[src/hdl/drive_ctl_defines.svh]
// Register offsets, field positions, reset values and the frequency scale and ramp step for the drive control word block.
// Assumes a 100 MHz clock and a 32-bit APB register bus.
`ifndef DRIVE_CTL_DEFINES_SVH
`define DRIVE_CTL_DEFINES_SVH
`define OFS_CTRL_IN 12'h000
`define OFS_REF_IN 12'h004
`define OFS_CONFIG 12'h008
`define OFS_TIMEOUT 12'h00C
`define OFS_STATUS 12'h010
`define OFS_OUTFREQ 12'h014
`define OFS_DRIVE 12'h018
`define OFS_FAULT 12'h01C
`define OFS_JOG 12'h020
`define CW_PRESET_LO 0
`define CW_DCBRAKE 2
`define CW_COAST 3
`define CW_QSTOP 4
`define CW_FREEZE 5
`define CW_START 6
`define CW_RESET 7
`define CW_JOG 8
`define CW_VALID 10
`define CW_RELAY1 11
`define CW_RELAY2 12
`define CW_SETUP_LO 13
`define CW_REVERSE 15
`define CFG_RELAY1_BUS 0
`define CFG_RELAY2_BUS 1
`define CFG_MULTI_SETUP 2
`define CFG_REV_SRC_LO 3
`define CFG_START_SRC_LO 5
`define CTRL_RESET_VAL 16'h0000
`define CONFIG_RESET_VAL 32'h0000_0000
`define TIMEOUT_RESET_VAL 32'h0000_0000
`define JOG_RESET_VAL 16'h0000
`define FULL_SCALE 16'h4000
`define RAMP_STEP 16'h0001
`endif

[src/hdl/drive_ctl_pkg.sv]
// Types shared by the drive control word block.
// Assumes nothing of its surroundings.
`default_nettype none
package drive_ctl_pkg;
	typedef enum logic [1:0] {
		SRC_DIGITAL = 2'h0,
		SRC_BUS = 2'h1,
		SRC_AND = 2'h2,
		SRC_OR = 2'h3
	} src_sel_t;
	typedef enum logic [4:0] {
		ST_STOPPED = 5'h01,
		ST_RUN = 5'h02,
		ST_RAMPDOWN = 5'h04,
		ST_DCBRAKE = 5'h08,
		ST_COAST = 5'h10
	} motor_state_t;
	typedef struct packed {
		logic coast_n;
		logic start;
		logic dcbrake_n;
		logic speed_up;
		logic speed_down;
		logic [1:0] setup;
		logic reverse;
	} terminals_t;
	typedef struct packed {
		logic trip;
		logic trip_lock;
		logic warning;
	} faults_t;
endpackage
`default_nettype wire

[src/hdl/drive_ctl.sv]
// Control word interpreter and status word builder of a frequency converter, with an APB register file.
// Assumes synchronous terminal inputs and an APB master on the same 100 MHz clock.
`include "drive_ctl_defines.svh"
`default_nettype none
module drive_ctl
	import drive_ctl_pkg::*;
#(
	parameter int TIMEOUT_DEFAULT = 32'd100_000_000
) (
	input wire logic mclk_in,
	input wire logic rst_in,
	input wire logic psel_in,
	input wire logic penable_in,
	input wire logic pwrite_in,
	input wire logic [11:0] paddr_in,
	input wire logic [31:0] pwdata_in,
	output logic [31:0] prdata_out,
	output logic pready_out,
	output logic pslverr_out,
	input wire terminals_t term_in,
	input wire faults_t fault_in,
	input wire logic [63:0] presets_in,
	output logic relay1_out,
	output logic relay2_out,
	output logic output_on_out,
	output logic dc_brake_out,
	output logic reverse_out,
	output logic [1:0] setup_out,
	output logic trip_reset_out
);
	logic [15:0] ctrl_r;
	logic [15:0] ref_r;
	logic [31:0] config_r;
	logic [31:0] timeout_r;
	logic [15:0] jog_r;
	logic [15:0] freq_r;
	logic [15:0] freq_nxt;
	logic [31:0] idle_cnt_r;
	logic prev_reset_r;
	logic relay1_r;
	logic relay2_r;
	logic [15:0] status_r;
	logic [31:0] prdata_r;
	logic pready_r;
	logic pslverr_r;
	logic trip_pulse_r;
	logic [1:0] setup_r;
	logic reverse_r;
	logic output_on_r;
	logic dc_brake_r;
	motor_state_t state_r;
	motor_state_t state_nxt;

	function automatic logic gate_src(input logic [1:0] sel, input logic bus, input logic pin);
		unique case (sel)
			SRC_DIGITAL: gate_src = pin;
			SRC_BUS: gate_src = bus;
			SRC_AND: gate_src = bus & pin;
			default: gate_src = bus | pin;
		endcase
	endfunction

	wire apb_setup = psel_in & ~penable_in;
	wire apb_wr = psel_in & penable_in & pready_r & pwrite_in;
	wire hit_ctrl = paddr_in == `OFS_CTRL_IN;
	wire hit_ref = paddr_in == `OFS_REF_IN;
	wire hit_cfg = paddr_in == `OFS_CONFIG;
	wire hit_tmo = paddr_in == `OFS_TIMEOUT;
	wire hit_jog = paddr_in == `OFS_JOG;
	wire hit_sts = paddr_in == `OFS_STATUS;
	wire hit_frq = paddr_in == `OFS_OUTFREQ;
	wire hit_drv = paddr_in == `OFS_DRIVE;
	wire hit_flt = paddr_in == `OFS_FAULT;
	// Read-only words take writes without an error, so a master may write a whole block back.
	wire hit_ro = hit_sts | hit_frq | hit_drv | hit_flt;
	wire mapped = hit_ctrl | hit_ref | hit_cfg | hit_tmo | hit_jog | hit_ro;
	// A control word without its valid bit is dropped whole, so nothing in it takes effect.
	wire cw_wr = apb_wr & hit_ctrl & pwdata_in[`CW_VALID];
	// The reference travels with the control word, so it is also taken only while that word is valid.
	wire ref_wr = apb_wr & hit_ref & ctrl_r[`CW_VALID];
	wire timed_out = timeout_r != 32'h0000_0000 && idle_cnt_r >= timeout_r;

	wire cfg_multi = config_r[`CFG_MULTI_SETUP];
	wire [1:0] rev_src = config_r[`CFG_REV_SRC_LO +: 2];
	wire [1:0] start_src = config_r[`CFG_START_SRC_LO +: 2];
	wire frozen = ~ctrl_r[`CW_FREEZE];
	wire coast_cmd = ~ctrl_r[`CW_COAST] | ~term_in.coast_n;
	wire brake_cmd = ~ctrl_r[`CW_DCBRAKE] | ~term_in.dcbrake_n;
	wire qstop_cmd = ~ctrl_r[`CW_QSTOP];
	wire start_ok = gate_src(start_src, ctrl_r[`CW_START], term_in.start);
	wire tripped = fault_in.trip | fault_in.trip_lock;
	// Bit 09 feeds nothing, whatever its value.
	wire [1:0] preset_sel = ctrl_r[`CW_PRESET_LO +: 2];
	wire [15:0] preset_ref = presets_in[{preset_sel, 4'h0} +: 16];
	wire [15:0] target = ctrl_r[`CW_JOG] ? jog_r : (ref_r != 16'h0000 ? ref_r : preset_ref);
	wire ready_start = ~tripped & ~coast_cmd & ~brake_cmd & ~qstop_cmd;

	// Frozen speed ignores start-bit stops, but coast and DC brake still win.
	always_comb begin
		state_nxt = state_r;
		if (tripped || coast_cmd) begin
			state_nxt = ST_COAST;
		end else if (brake_cmd) begin
			state_nxt = ST_DCBRAKE;
		end else if (frozen && state_r == ST_RUN) begin
			state_nxt = ST_RUN;
		end else if (qstop_cmd || !start_ok) begin
			state_nxt = (freq_r == 16'h0000) ? ST_STOPPED : ST_RAMPDOWN;
		end else begin
			state_nxt = ST_RUN;
		end
	end

	always_comb begin
		freq_nxt = freq_r;
		unique case (state_r)
			ST_RUN: begin
				if (frozen) begin
					if (term_in.speed_up && freq_r != 16'h7FFF) freq_nxt = freq_r + `RAMP_STEP;
					else if (term_in.speed_down && freq_r != 16'h8000) freq_nxt = freq_r - `RAMP_STEP;
				end else if ($signed(freq_r) < $signed(target)) begin
					freq_nxt = freq_r + `RAMP_STEP;
				end else if ($signed(freq_r) > $signed(target)) begin
					freq_nxt = freq_r - `RAMP_STEP;
				end
			end
			ST_RAMPDOWN: begin
				if ($signed(freq_r) > 0) freq_nxt = freq_r - `RAMP_STEP;
				else if ($signed(freq_r) < 0) freq_nxt = freq_r + `RAMP_STEP;
			end
			ST_STOPPED: freq_nxt = 16'h0000;
			ST_DCBRAKE: freq_nxt = 16'h0000;
			ST_COAST: freq_nxt = 16'h0000;
		endcase
	end

	// Unused status bits are built as constant zero.
	// Running follows the start command as well as the motor, so the master sees a start at once.
	wire stat_running = state_r == ST_RUN || start_ok;
	// Standby means every start condition holds while no start command is present yet.
	wire stat_standby = ready_start & ~start_ok;

	wire [15:0] status_nxt = {4'h0, stat_running, 3'h0,
		fault_in.warning,
		fault_in.trip_lock,
		2'h0,
		tripped,
		stat_standby,
		~tripped & coast_cmd,
		~tripped};

	wire [31:0] rd_mux = hit_ctrl ? {16'h0000, ctrl_r} :
		hit_ref ? {16'h0000, ref_r} :
		hit_cfg ? config_r :
		hit_tmo ? timeout_r :
		hit_jog ? {16'h0000, jog_r} :
		hit_sts ? {16'h0000, status_r} :
		hit_frq ? {16'h0000, freq_r} :
		hit_drv ? {24'h000000, reverse_r, setup_r, dc_brake_r, output_on_r, relay2_r, relay1_r, 1'b0} :
		hit_flt ? {29'h0, fault_in.warning, fault_in.trip_lock, fault_in.trip} : 32'h0000_0000;

	// One wait state: ready is low in the first access cycle and high in the second, so every transfer takes three cycles.
	always_ff @(posedge mclk_in or posedge rst_in) begin
		if (rst_in) begin
			pready_r <= 1'b0;
			pslverr_r <= 1'b0;
			prdata_r <= 32'h0000_0000;
		end else begin
			pready_r <= psel_in & penable_in & ~pready_r;
			pslverr_r <= psel_in & penable_in & ~pready_r & ~mapped;
			prdata_r <= (psel_in & penable_in & ~pready_r & ~pwrite_in) ? rd_mux : 32'h0000_0000;
		end
	end

	always_ff @(posedge mclk_in or posedge rst_in) begin
		if (rst_in) begin
			ctrl_r <= `CTRL_RESET_VAL;
			ref_r <= 16'h0000;
			config_r <= `CONFIG_RESET_VAL;
			timeout_r <= `TIMEOUT_RESET_VAL;
			jog_r <= `JOG_RESET_VAL;
		end else begin
			if (cw_wr) ctrl_r <= pwdata_in[15:0];
			if (ref_wr) ref_r <= pwdata_in[15:0];
			if (apb_wr && hit_cfg) config_r <= pwdata_in;
			if (apb_wr && hit_tmo) timeout_r <= pwdata_in;
			if (apb_wr && hit_jog) jog_r <= pwdata_in[15:0];
		end
	end

	always_ff @(posedge mclk_in or posedge rst_in) begin
		if (rst_in) begin
			idle_cnt_r <= 32'h0000_0000;
			prev_reset_r <= 1'b0;
			trip_pulse_r <= 1'b0;
			relay1_r <= 1'b0;
			relay2_r <= 1'b0;
			setup_r <= 2'h0;
			reverse_r <= 1'b0;
			state_r <= ST_STOPPED;
			freq_r <= 16'h0000;
			status_r <= 16'h0000;
			output_on_r <= 1'b0;
			dc_brake_r <= 1'b0;
		end else begin
			idle_cnt_r <= cw_wr ? 32'h0000_0000 : (timed_out ? idle_cnt_r : idle_cnt_r + 32'h0000_0001);
			if (cw_wr) prev_reset_r <= pwdata_in[`CW_RESET];
			trip_pulse_r <= cw_wr & pwdata_in[`CW_RESET] & ~prev_reset_r;
			if (timed_out) begin
				relay1_r <= 1'b0;
				relay2_r <= 1'b0;
			end else begin
				relay1_r <= config_r[`CFG_RELAY1_BUS] & ctrl_r[`CW_RELAY1];
				relay2_r <= config_r[`CFG_RELAY2_BUS] & ctrl_r[`CW_RELAY2];
			end
			setup_r <= cfg_multi ? ctrl_r[`CW_SETUP_LO +: 2] : 2'h0;
			reverse_r <= (rev_src == SRC_DIGITAL) ? term_in.reverse : gate_src(rev_src,
				ctrl_r[`CW_REVERSE], term_in.reverse);
			state_r <= state_nxt;
			freq_r <= freq_nxt;
			status_r <= status_nxt;
			// Decoded from the next state so the pins switch with the state register, not a cycle later.
			output_on_r <= state_nxt == ST_RUN || state_nxt == ST_RAMPDOWN;
			dc_brake_r <= state_nxt == ST_DCBRAKE;
		end
	end

	assign prdata_out = prdata_r;
	assign pready_out = pready_r;
	assign pslverr_out = pslverr_r;
	assign relay1_out = relay1_r;
	assign relay2_out = relay2_r;
	assign setup_out = setup_r;
	assign reverse_out = reverse_r;
	assign trip_reset_out = trip_pulse_r;
	assign output_on_out = output_on_r;
	assign dc_brake_out = dc_brake_r;

	chk_trip_reset_edge: assert property (@(posedge mclk_in) disable iff (rst_in)
		trip_pulse_r |-> $past(cw_wr) && $past(pwdata_in[`CW_RESET]) && !$past(prev_reset_r))
		else $error("Trip reset without a rising reset bit.");
	chk_invalid_ignored: assert property (@(posedge mclk_in) disable iff (rst_in)
		(apb_wr && hit_ctrl && !pwdata_in[`CW_VALID]) |=> $stable(ctrl_r))
		else $error("Control word without valid bit was taken.");
	chk_coast_off: assert property (@(posedge mclk_in) disable iff (rst_in)
		(!ctrl_r[`CW_COAST] && $stable(ctrl_r)) |=> state_r == ST_COAST)
		else $error("Coast bit low did not turn the output off.");
	chk_brake_state: assert property (@(posedge mclk_in) disable iff (rst_in)
		(!ctrl_r[`CW_DCBRAKE] && !coast_cmd && !tripped) |=> state_r == ST_DCBRAKE)
		else $error("Brake bit low did not brake.");
	chk_relay_timeout: assert property (@(posedge mclk_in) disable iff (rst_in)
		timed_out |=> !relay1_r && !relay2_r)
		else $error("Relay held after bus timeout.");
	chk_relay_config: assert property (@(posedge mclk_in) disable iff (rst_in)
		!$past(config_r[`CFG_RELAY1_BUS]) |-> !relay1_r)
		else $error("Relay 1 driven without bus configuration.");
	chk_setup_single: assert property (@(posedge mclk_in) disable iff (rst_in)
		!$past(cfg_multi) |-> setup_r == 2'h0)
		else $error("Setup changed without multi-setup.");
	chk_status_trip: assert property (@(posedge mclk_in) disable iff (rst_in)
		$past(tripped) |-> status_r[3] && !status_r[0])
		else $error("Trip not shown in status.");
	chk_status_zero: assert property (@(posedge mclk_in) disable iff (rst_in)
		status_r[5:4] == 2'h0 && status_r[12] == 1'b0)
		else $error("Unused status bits not zero.");
	chk_apb_ready: assert property (@(posedge mclk_in) disable iff (rst_in)
		apb_setup ##1 (psel_in && penable_in) |=> pready_r)
		else $error("APB answer not in one wait state.");
	chk_pready_pulse: assert property (@(posedge mclk_in) disable iff (rst_in)
		pready_r |=> !pready_r)
		else $error("Ready stood longer than one cycle.");
	chk_apb_error: assert property (@(posedge mclk_in) disable iff (rst_in)
		pready_r |-> pslverr_r == !mapped)
		else $error("Error flag does not match the address map.");

	// Register writes: what is taken, what is dropped.
	chk_ctrl_taken: assert property (@(posedge mclk_in) disable iff (rst_in)
		cw_wr |=> ctrl_r == $past(pwdata_in[15:0]))
		else $error("Valid control word not stored.");
	chk_ref_taken: assert property (@(posedge mclk_in) disable iff (rst_in)
		ref_wr |=> ref_r == $past(pwdata_in[15:0]))
		else $error("Reference not stored.");
	chk_ref_gated: assert property (@(posedge mclk_in) disable iff (rst_in)
		(apb_wr && hit_ref && !ctrl_r[`CW_VALID]) |=> $stable(ref_r))
		else $error("Reference taken without a valid control word.");
	chk_idle_clear: assert property (@(posedge mclk_in) disable iff (rst_in)
		cw_wr |=> idle_cnt_r == 32'h0000_0000)
		else $error("Bus idle counter not cleared by a valid word.");

	// Reference selection and the motor state machine.
	chk_preset_sel: assert property (@(posedge mclk_in) disable iff (rst_in)
		(ctrl_r[1:0] == 2'h1 && !ctrl_r[`CW_JOG] && ref_r == 16'h0000) |-> target == presets_in[31:16])
		else $error("Preset 2 not selected.");
	chk_jog_target: assert property (@(posedge mclk_in) disable iff (rst_in)
		ctrl_r[`CW_JOG] |-> target == jog_r)
		else $error("Jog frequency not used as target.");
	chk_freeze_hold: assert property (@(posedge mclk_in) disable iff (rst_in)
		(state_r == ST_RUN && frozen && !term_in.speed_up && !term_in.speed_down) |=> freq_r == $past(freq_r))
		else $error("Frozen frequency moved.");
	chk_frozen_run: assert property (@(posedge mclk_in) disable iff (rst_in)
		(state_r == ST_RUN && frozen && !tripped && !coast_cmd && !brake_cmd) |=> state_r == ST_RUN)
		else $error("Frozen drive stopped without coast or brake.");
	chk_qstop_ramp: assert property (@(posedge mclk_in) disable iff (rst_in)
		(state_r == ST_RUN && !frozen && qstop_cmd && !tripped && !coast_cmd && !brake_cmd &&
		freq_r != 16'h0000) |=> state_r == ST_RAMPDOWN)
		else $error("Quick stop did not ramp down.");
	chk_ramp_step: assert property (@(posedge mclk_in) disable iff (rst_in)
		(state_r == ST_RAMPDOWN && $signed(freq_r) > 0) |=> freq_r == $past(freq_r) - 16'h0001)
		else $error("Ramp down step wrong.");
	chk_start_gate: assert property (@(posedge mclk_in) disable iff (rst_in)
		(state_r == ST_STOPPED && !start_ok) |=> state_r != ST_RUN)
		else $error("Motor started without a start command.");
	chk_coast_output: assert property (@(posedge mclk_in) disable iff (rst_in)
		coast_cmd |=> !output_on_out)
		else $error("Output stage on while coasting.");
	chk_brake_out: assert property (@(posedge mclk_in) disable iff (rst_in)
		(brake_cmd && !tripped && !coast_cmd) |=> dc_brake_out)
		else $error("Brake output not driven.");
	chk_brake_freq: assert property (@(posedge mclk_in) disable iff (rst_in)
		state_r == ST_DCBRAKE |=> freq_r == 16'h0000)
		else $error("Frequency not zero while braking.");
	chk_trip_coast: assert property (@(posedge mclk_in) disable iff (rst_in)
		tripped |=> state_r == ST_COAST)
		else $error("Trip did not release the motor.");

	// Relays, setup and direction.
	chk_relay_set: assert property (@(posedge mclk_in) disable iff (rst_in)
		(config_r[`CFG_RELAY1_BUS] && ctrl_r[`CW_RELAY1] && !timed_out) |=> relay1_r)
		else $error("Relay 1 not energised.");
	chk_setup_multi: assert property (@(posedge mclk_in) disable iff (rst_in)
		cfg_multi |=> setup_r == $past(ctrl_r[`CW_SETUP_LO +: 2]))
		else $error("Setup bits not applied.");
	chk_reverse_digital: assert property (@(posedge mclk_in) disable iff (rst_in)
		rev_src == SRC_DIGITAL |=> reverse_r == $past(term_in.reverse))
		else $error("Reverse bit used with digital source.");

	// Status word flags lag their causes by one cycle.
	chk_status_ready: assert property (@(posedge mclk_in) disable iff (rst_in)
		!tripped |=> status_r[0])
		else $error("Ready flag missing.");
	chk_status_lock: assert property (@(posedge mclk_in) disable iff (rst_in)
		fault_in.trip_lock |=> status_r[6])
		else $error("Trip lock not shown.");
	chk_status_warn: assert property (@(posedge mclk_in) disable iff (rst_in)
		fault_in.warning |=> status_r[7])
		else $error("Warning not shown.");

	cov_start_run: cover property (@(posedge mclk_in) disable iff (rst_in) state_r == ST_STOPPED ##1 state_r == ST_RUN);
	cov_ramp_down: cover property (@(posedge mclk_in) disable iff (rst_in) state_r == ST_RAMPDOWN);
	cov_timeout: cover property (@(posedge mclk_in) disable iff (rst_in) timed_out && $past(relay1_r));
	cov_freeze_hold: cover property (@(posedge mclk_in) disable iff (rst_in) state_r == ST_RUN && frozen && !start_ok);
	cov_jog_run: cover property (@(posedge mclk_in) disable iff (rst_in) state_r == ST_RUN && ctrl_r[`CW_JOG]);
endmodule
`default_nettype wire

[config.mk]
export PLATFORM = sky130hd
export DESIGN_NAME = drive_ctl
export DESIGN_NICKNAME = d
export VERILOG_FILES = /design/src/hdl/drive_ctl_pkg.sv /design/src/hdl/drive_ctl.sv
export VERILOG_INCLUDE_DIRS = /design/src /design/src/hdl
export SDC_FILE = /design/constraint.sdc
export NUM_CORES = 1
export LEC_CHECK = 0
export ABC_AREA = 0
export BUFFER_PORTS_ARGS = -buffer_cell sky130_fd_sc_hd__buf_4
export CORE_MARGIN = 4
export CORE_UTILIZATION = 35
export CTS_CLUSTER_SIZE = 24
export DETAILED_ROUTE_END_ITERATION = 8
export GPL_TIMING_DRIVEN = 1
export MAX_ROUTING_LAYER = met4
export PLACE_DENSITY_LB_ADDON = 0.3
export REMOVE_ABC_BUFFERS = 1
export SLEW_MARGIN = 20
export SYNTH_ARGS = -nofsm -noshare
export SYNTH_HDL_FRONTEND = slang
export SYNTH_SLANG_ARGS = --single-unit
[constraint.sdc]
create_clock -name mclk_in -period 10.2 [get_ports mclk_in]
set_input_delay 2.55 -clock mclk_in [delete_from_list [all_inputs] [get_ports mclk_in]]
set_output_delay 2.55 -clock mclk_in [all_outputs]
set_load 0.005 [all_outputs]
## Yosys cells after proc, flatten, opt, wreduce, memory -nomap -nowiden

Cells that the tools add are included.

- Flip-flop bits (word level): 215
- Bits in latches: 0
- Bits in writable memories: 0
- ROM bits: 0
- Memories kept: 0

- $add $sub $neg: 3
- $mul: 0
- Div/mod/pow operators: 0
- Magnitude comparators: 5
- Equality and inequality tests: 26
- Shift-type cells: 1
- Multiplexer cells: 33
- Bitwise gates (word level): 48
- Reduce and logical (&&, ||, !) cells: 20

Operators by type and width:

| operator | number |
|---|---|
| two-way mux 32 bit | 7 |
| two-way mux 16 bit | 12 |
| indexed part select 64 x 7 -> 16 bit | 1 |
| equality test 12 x 5 -> 1 bit (second input constant) | 4 |
| case mux 16 bit (3 select lines) | 1 |
| adder 32 x 1 -> 32 bit (second input constant) | 1 |
| >= comparator 32 bit | 1 |
| nonzero test 32 bit | 1 |
| equality test 12 x 4 -> 1 bit (second input constant) | 2 |
| AND 1 bit | 21 |
| adder 16 x 1 -> 16 bit (second input constant) | 1 |
| > comparator 16 x 1 -> 1 bit (second input constant) | 1 |
| > comparator 16 bit | 1 |
| logical NOT 16 bit | 1 |
| < comparator 16 x 1 -> 1 bit (second input constant) | 1 |
| < comparator 16 bit | 1 |
| != test 16 x 15 -> 1 bit (second input constant) | 1 |
| != test 16 bit (second input constant) | 1 |
| nonzero test 16 bit | 1 |
| subtractor 16 x 1 -> 16 bit (second input constant) | 1 |
| inverter 1 bit | 14 |
| bitwise OR 1 bit | 13 |
| equality test 12 x 3 -> 1 bit (second input constant) | 1 |
| equality test 12 x 6 -> 1 bit (second input constant) | 1 |
| 25 further kinds | 46 |

## Depth between registers and ports, before layout

- Depth after elaboration: 11
- Mapped depth: 18
- Gate-level depth less buffers: 14

## Worst setup path before layout

OpenSTA, ideal clock, no wires.

- Kind: input -> register
- Start: in presets_in[57]
- End: reg freq_r[9]
- Library setup time: 0.068 ns
- Data arrival time: 5.681 ns
- Data required time: 10.132 ns
- Path slack: 4.451 ns
- Cell stages on the path: 14
- Buffers on the path: 1
- Cells stage by stage: mux4_2 > a21oi_1 > nor2_1 > a21oi_1 > ha_1 > a21oi_1 > nor3_1 > or3_1 > or4_1 > buf_2 > a31o_4 > or4_1 > a21o_1 > nand3_1

- Cells in the longest elaborated chain, start to end: 7

Ends and longest elaborated chain:

| what | RTL line | text |
|---|---|---|
| start, declared | drive_ctl.sv:22 | `input wire logic [63:0] presets_in,` |
| indexed part select 64 x 7 -> 16 bit * | drive_ctl.sv:94 | `wire [15:0] preset_ref = presets_in[{preset_sel, 4'h0} +: 16];` |
| two-way mux 16 bit * (2 in series) | drive_ctl.sv:95 | `` wire [15:0] target = ctrl_r[`CW_JOG] ? jog_r : (ref_r != 16'h0000 ? ref_r : preset_ref); `` |
| < comparator 16 bit | drive_ctl.sv:121 | `end else if ($signed(freq_r) < $signed(target)) begin` |
| two-way mux 16 bit | drive_ctl.sv:121 |  |
| two-way mux 16 bit | drive_ctl.sv:118 | `if (frozen) begin` |
| case mux 16 bit (3 select lines) | drive_ctl.sv:116 | `unique case (state_r)` |
| end signal, assigned | drive_ctl.sv:220 | `freq_r <= freq_nxt;` |
| end, declared | drive_ctl.sv:36 | `logic [15:0] freq_r;` |

Every way passes the cells marked *; elsewhere a longest branch is shown, timed or not.
A chain may end at the register's enable or synchronous reset.

## Final worst setup path

- Start: in presets_in[57]
- End: reg freq_r[15]

Same word-level chain as after synthesis.

==> results.cfg <==
[outcome]
status = completed

[floorplan]
start_util = 0.358
die_h_um = 194
die_area_sq_um = 37700
pin_count = 166
fp.dieW_um = 194
rows = 67
coreArea_sq_um = 33900

[timing]
setup-tns-final_ns = 0
fin_skew_ns = 0.0290
fmax_mhz = 161
slew_violations = 0
max_slew.worst_pin.slew_ns = 1.04
rsz0062_at_grt = no
setup_viol = 0
fin_crit_sh = 0.607
fin_crit_ns = 6.19
max_slew_margin = 0.305
hold_viol = 0

[cells_and_area]
drive_gt1_frac = 0.257
final_cell_count_no_fill = 1823
layout_commonest_cell = dfrtp_1
area.growth.synth_to_final_pct = 21.0
most-common-layout-cells = dfrtp_1 (213), buf_4 (178), nand2_1 (145), a21oi_1 (106), mux2_2 (97)
nNetsFinal = 1532
nFillCells = 3303

[cts]
clockBufferDepth = 3
cts_hold_buf = 0
cts-root-buf = clkbuf_16
clkLatencyLatePin_ns = 0.53
cts_made_buffers = 25
cts_tree = built
clk_pin_slew_ns = 0.06
ctsResizeCount = 0
cts_setup_buffers = 0
cts_sinks = 214
htreeDepth = 1

[hold_path]
worstHoldEndpoint = trip_reset_out$_DFF_PP0_
hold_path_depth = 1
hold_class = flip-flop to flip-flop
min-delay-start = ctrl_r[7]$_DFFE_PP0P_

[setup_path]
crit_arrival_ns = 6.66
worstReg2RegStart = ref_r[2]$_DFFE_PP0P_
path_max_fanout = 17
regToRegEndpoint = freq_r[15]$_DFFE_PP0P_
cp-end-kind = flip-flop
rrSetupSlack_ns = 4.93
worstPathRequired_ns = 10.67
worstSetupPathType = input pin to flip-flop
startpoint_type = input pin
r2r_cells = 14

[logic_synthesis]
synth-seq-cells = 214
synth.avg_cell_area_sq_um = 9.93
synthArstFlopShare = 1.00
yosysWarningCount = 0
synth_ff_type = dfrtp_1
synth_edf_count = 0
syn_inst = 1220
syn-cell-area_sq_um = 12100
synth.distinct_cells = 73
synth_seq_area_share = 0.442

[placed_design]
place_inst = 1774
dp_hpwl_um = 26200
routabilityCongestion = 0.919
port_buffers = 163

[detailed_routing]
post-route-drc-count = 0
firstDrtPassIters = 5
num_vias = 10200
wl_per_cell_um = 20.1
via_per_inst = 5.60
drtIter0Drc = 752
postRouteAntennaNets = 0
wl_um = 36700

[grt]
grtUsageTotal = 0.194
antenna_found_initial = 4
grt_max_degree = 152
gr-total-overflow = 0
grt_pass1_vias = 10300
grt_first_pass_wirelength_um = 58000

[pwr]
powerDensity_nw_per_um2 = 153
power_leakage_nw = 6.76
ir_worst_vdd_mv = 0.148

[flow_run]
max-cap-violations = 0
registers in the layout (all words and copies together) (netlist names), 2 cells and up:
register	cells
status_r	7
ctrl_r	16
freq_r	16
config_r	32
state_r	5
setup_out	2
prdata_out	32
jog_r	16
ref_r	16
timeout_r	32
idle_cnt_r	32
per-stage QoR:
stage | hold slack [ns] | total power [mW] | setup WS (ns) | util | area [sq um]
after floorplan | 0.432 | 1.15 | 1.80 | - | 11800
after global placement | 0.461 | 1.26 | 3.51 | 0.406 | 13700
after detailed placement | 0.473 | 1.28 | 3.48 | 0.406 | 13700
after CTS | 0.483 | 2.27 | 4.03 | 0.432 | 14600
after global routing | 0.501 | 2.36 | 3.73 | 0.433 | 14700
final | 0.475 | 2.24 | 4.01 | 0.433 | 14700
worst max-delay path, stage by stage:
cell     delay (ns)
buf_4          0.11
mux4_2         0.48
a21oi_1        0.16
nor2_1         0.05
a21oi_1        0.16
ha_1           0.27
a21oi_1        0.20
nor3_1         0.07
or3_1          0.36
or4_1          0.67
a31oi_2        0.83
nand2_1        0.25
or3_1          0.41
nand3_1        0.09
power breakdown:
part	switching [mW]	internal, mW
Combinational	0.154	0.142
Clock	0.378	0.606
Sequential	0.0671	0.897
logic make-up (layout without fill, tap and decap cells):
group           Yosys count  in the layout  share of synthesized area
simple gates            404            404                      0.168
compound gates          286            286                      0.153
flops                   214            214                      0.442
mux                     131            131                      0.137
buf+inv                 127            278                     0.0411
fa+ha+maj                55             55                     0.0568
xor+xnor                  3              3                    0.00217
other cells               0              4                          0
area by class of cell:
type | instances | area [sq um] | area share
Multi-Input combinational cell | 879 | 6280 | 0.428
Sequential cell | 214 | 5360 | 0.365
Timing Repair Buffer | 178 | 1340 | 0.0912
Clock buffer | 28 | 637 | 0.0435
Tap cell | 448 | 561 | 0.0382
Clock inverter | 17 | 259 | 0.0177
Inverter | 55 | 219 | 0.0149
Antenna cell | 4 | 10.0 | 0.000683
Yosys cell counts (18+ instances only):
cell	number	share of area
a21o_1	20	0.012
a21oi_1	106	0.044
a221oi_1	21	0.015
clkbuf_1	47	0.015
dfrtp_1	213	0.44
ha_1	55	0.057
inv_1	55	0.017
mux2_2	97	0.090
mux4_2	18	0.033
nand2_1	145	0.045
nand3_1	30	0.012
nor2_1	64	0.020
nor3_1	19	0.0078
nor4_1	19	0.0098
o21ai_0	48	0.020
or4_1	21	0.013
worst max-delay path by stage:
stage | cells past startpoint | slack [ns] | to | from
after floorplan | 1 | 1.80 | config_r[0]$_DFFE_PP0P_ | rst_in
after global placement | 14 | 3.51 | freq_r[15]$_DFFE_PP0P_ | presets_in[57]
after detailed placement | 14 | 3.48 | freq_r[15]$_DFFE_PP0P_ | presets_in[57]
after CTS | 14 | 4.03 | freq_r[15]$_DFFE_PP0P_ | presets_in[57]
after global routing | 14 | 3.73 | freq_r[15]$_DFFE_PP0P_ | presets_in[57]
final | 14 | 4.01 | freq_r[15]$_DFFE_PP0P_ | presets_in[57]
layer usage:
| layer | vias up | wire length, um | track usage |
|---|---|---|---|
| met5 | - | 0 | - |
| met4 | 0 | 1400 | 0.0677 |
| met3 | 80 | 2010 | 0.0321 |
| met2 | 338 | 17900 | 0.322 |
| met1 | 5017 | 15400 | 0.242 |
| li1 | 4770 | - | - |
Power figures use the tool's default switching activity.
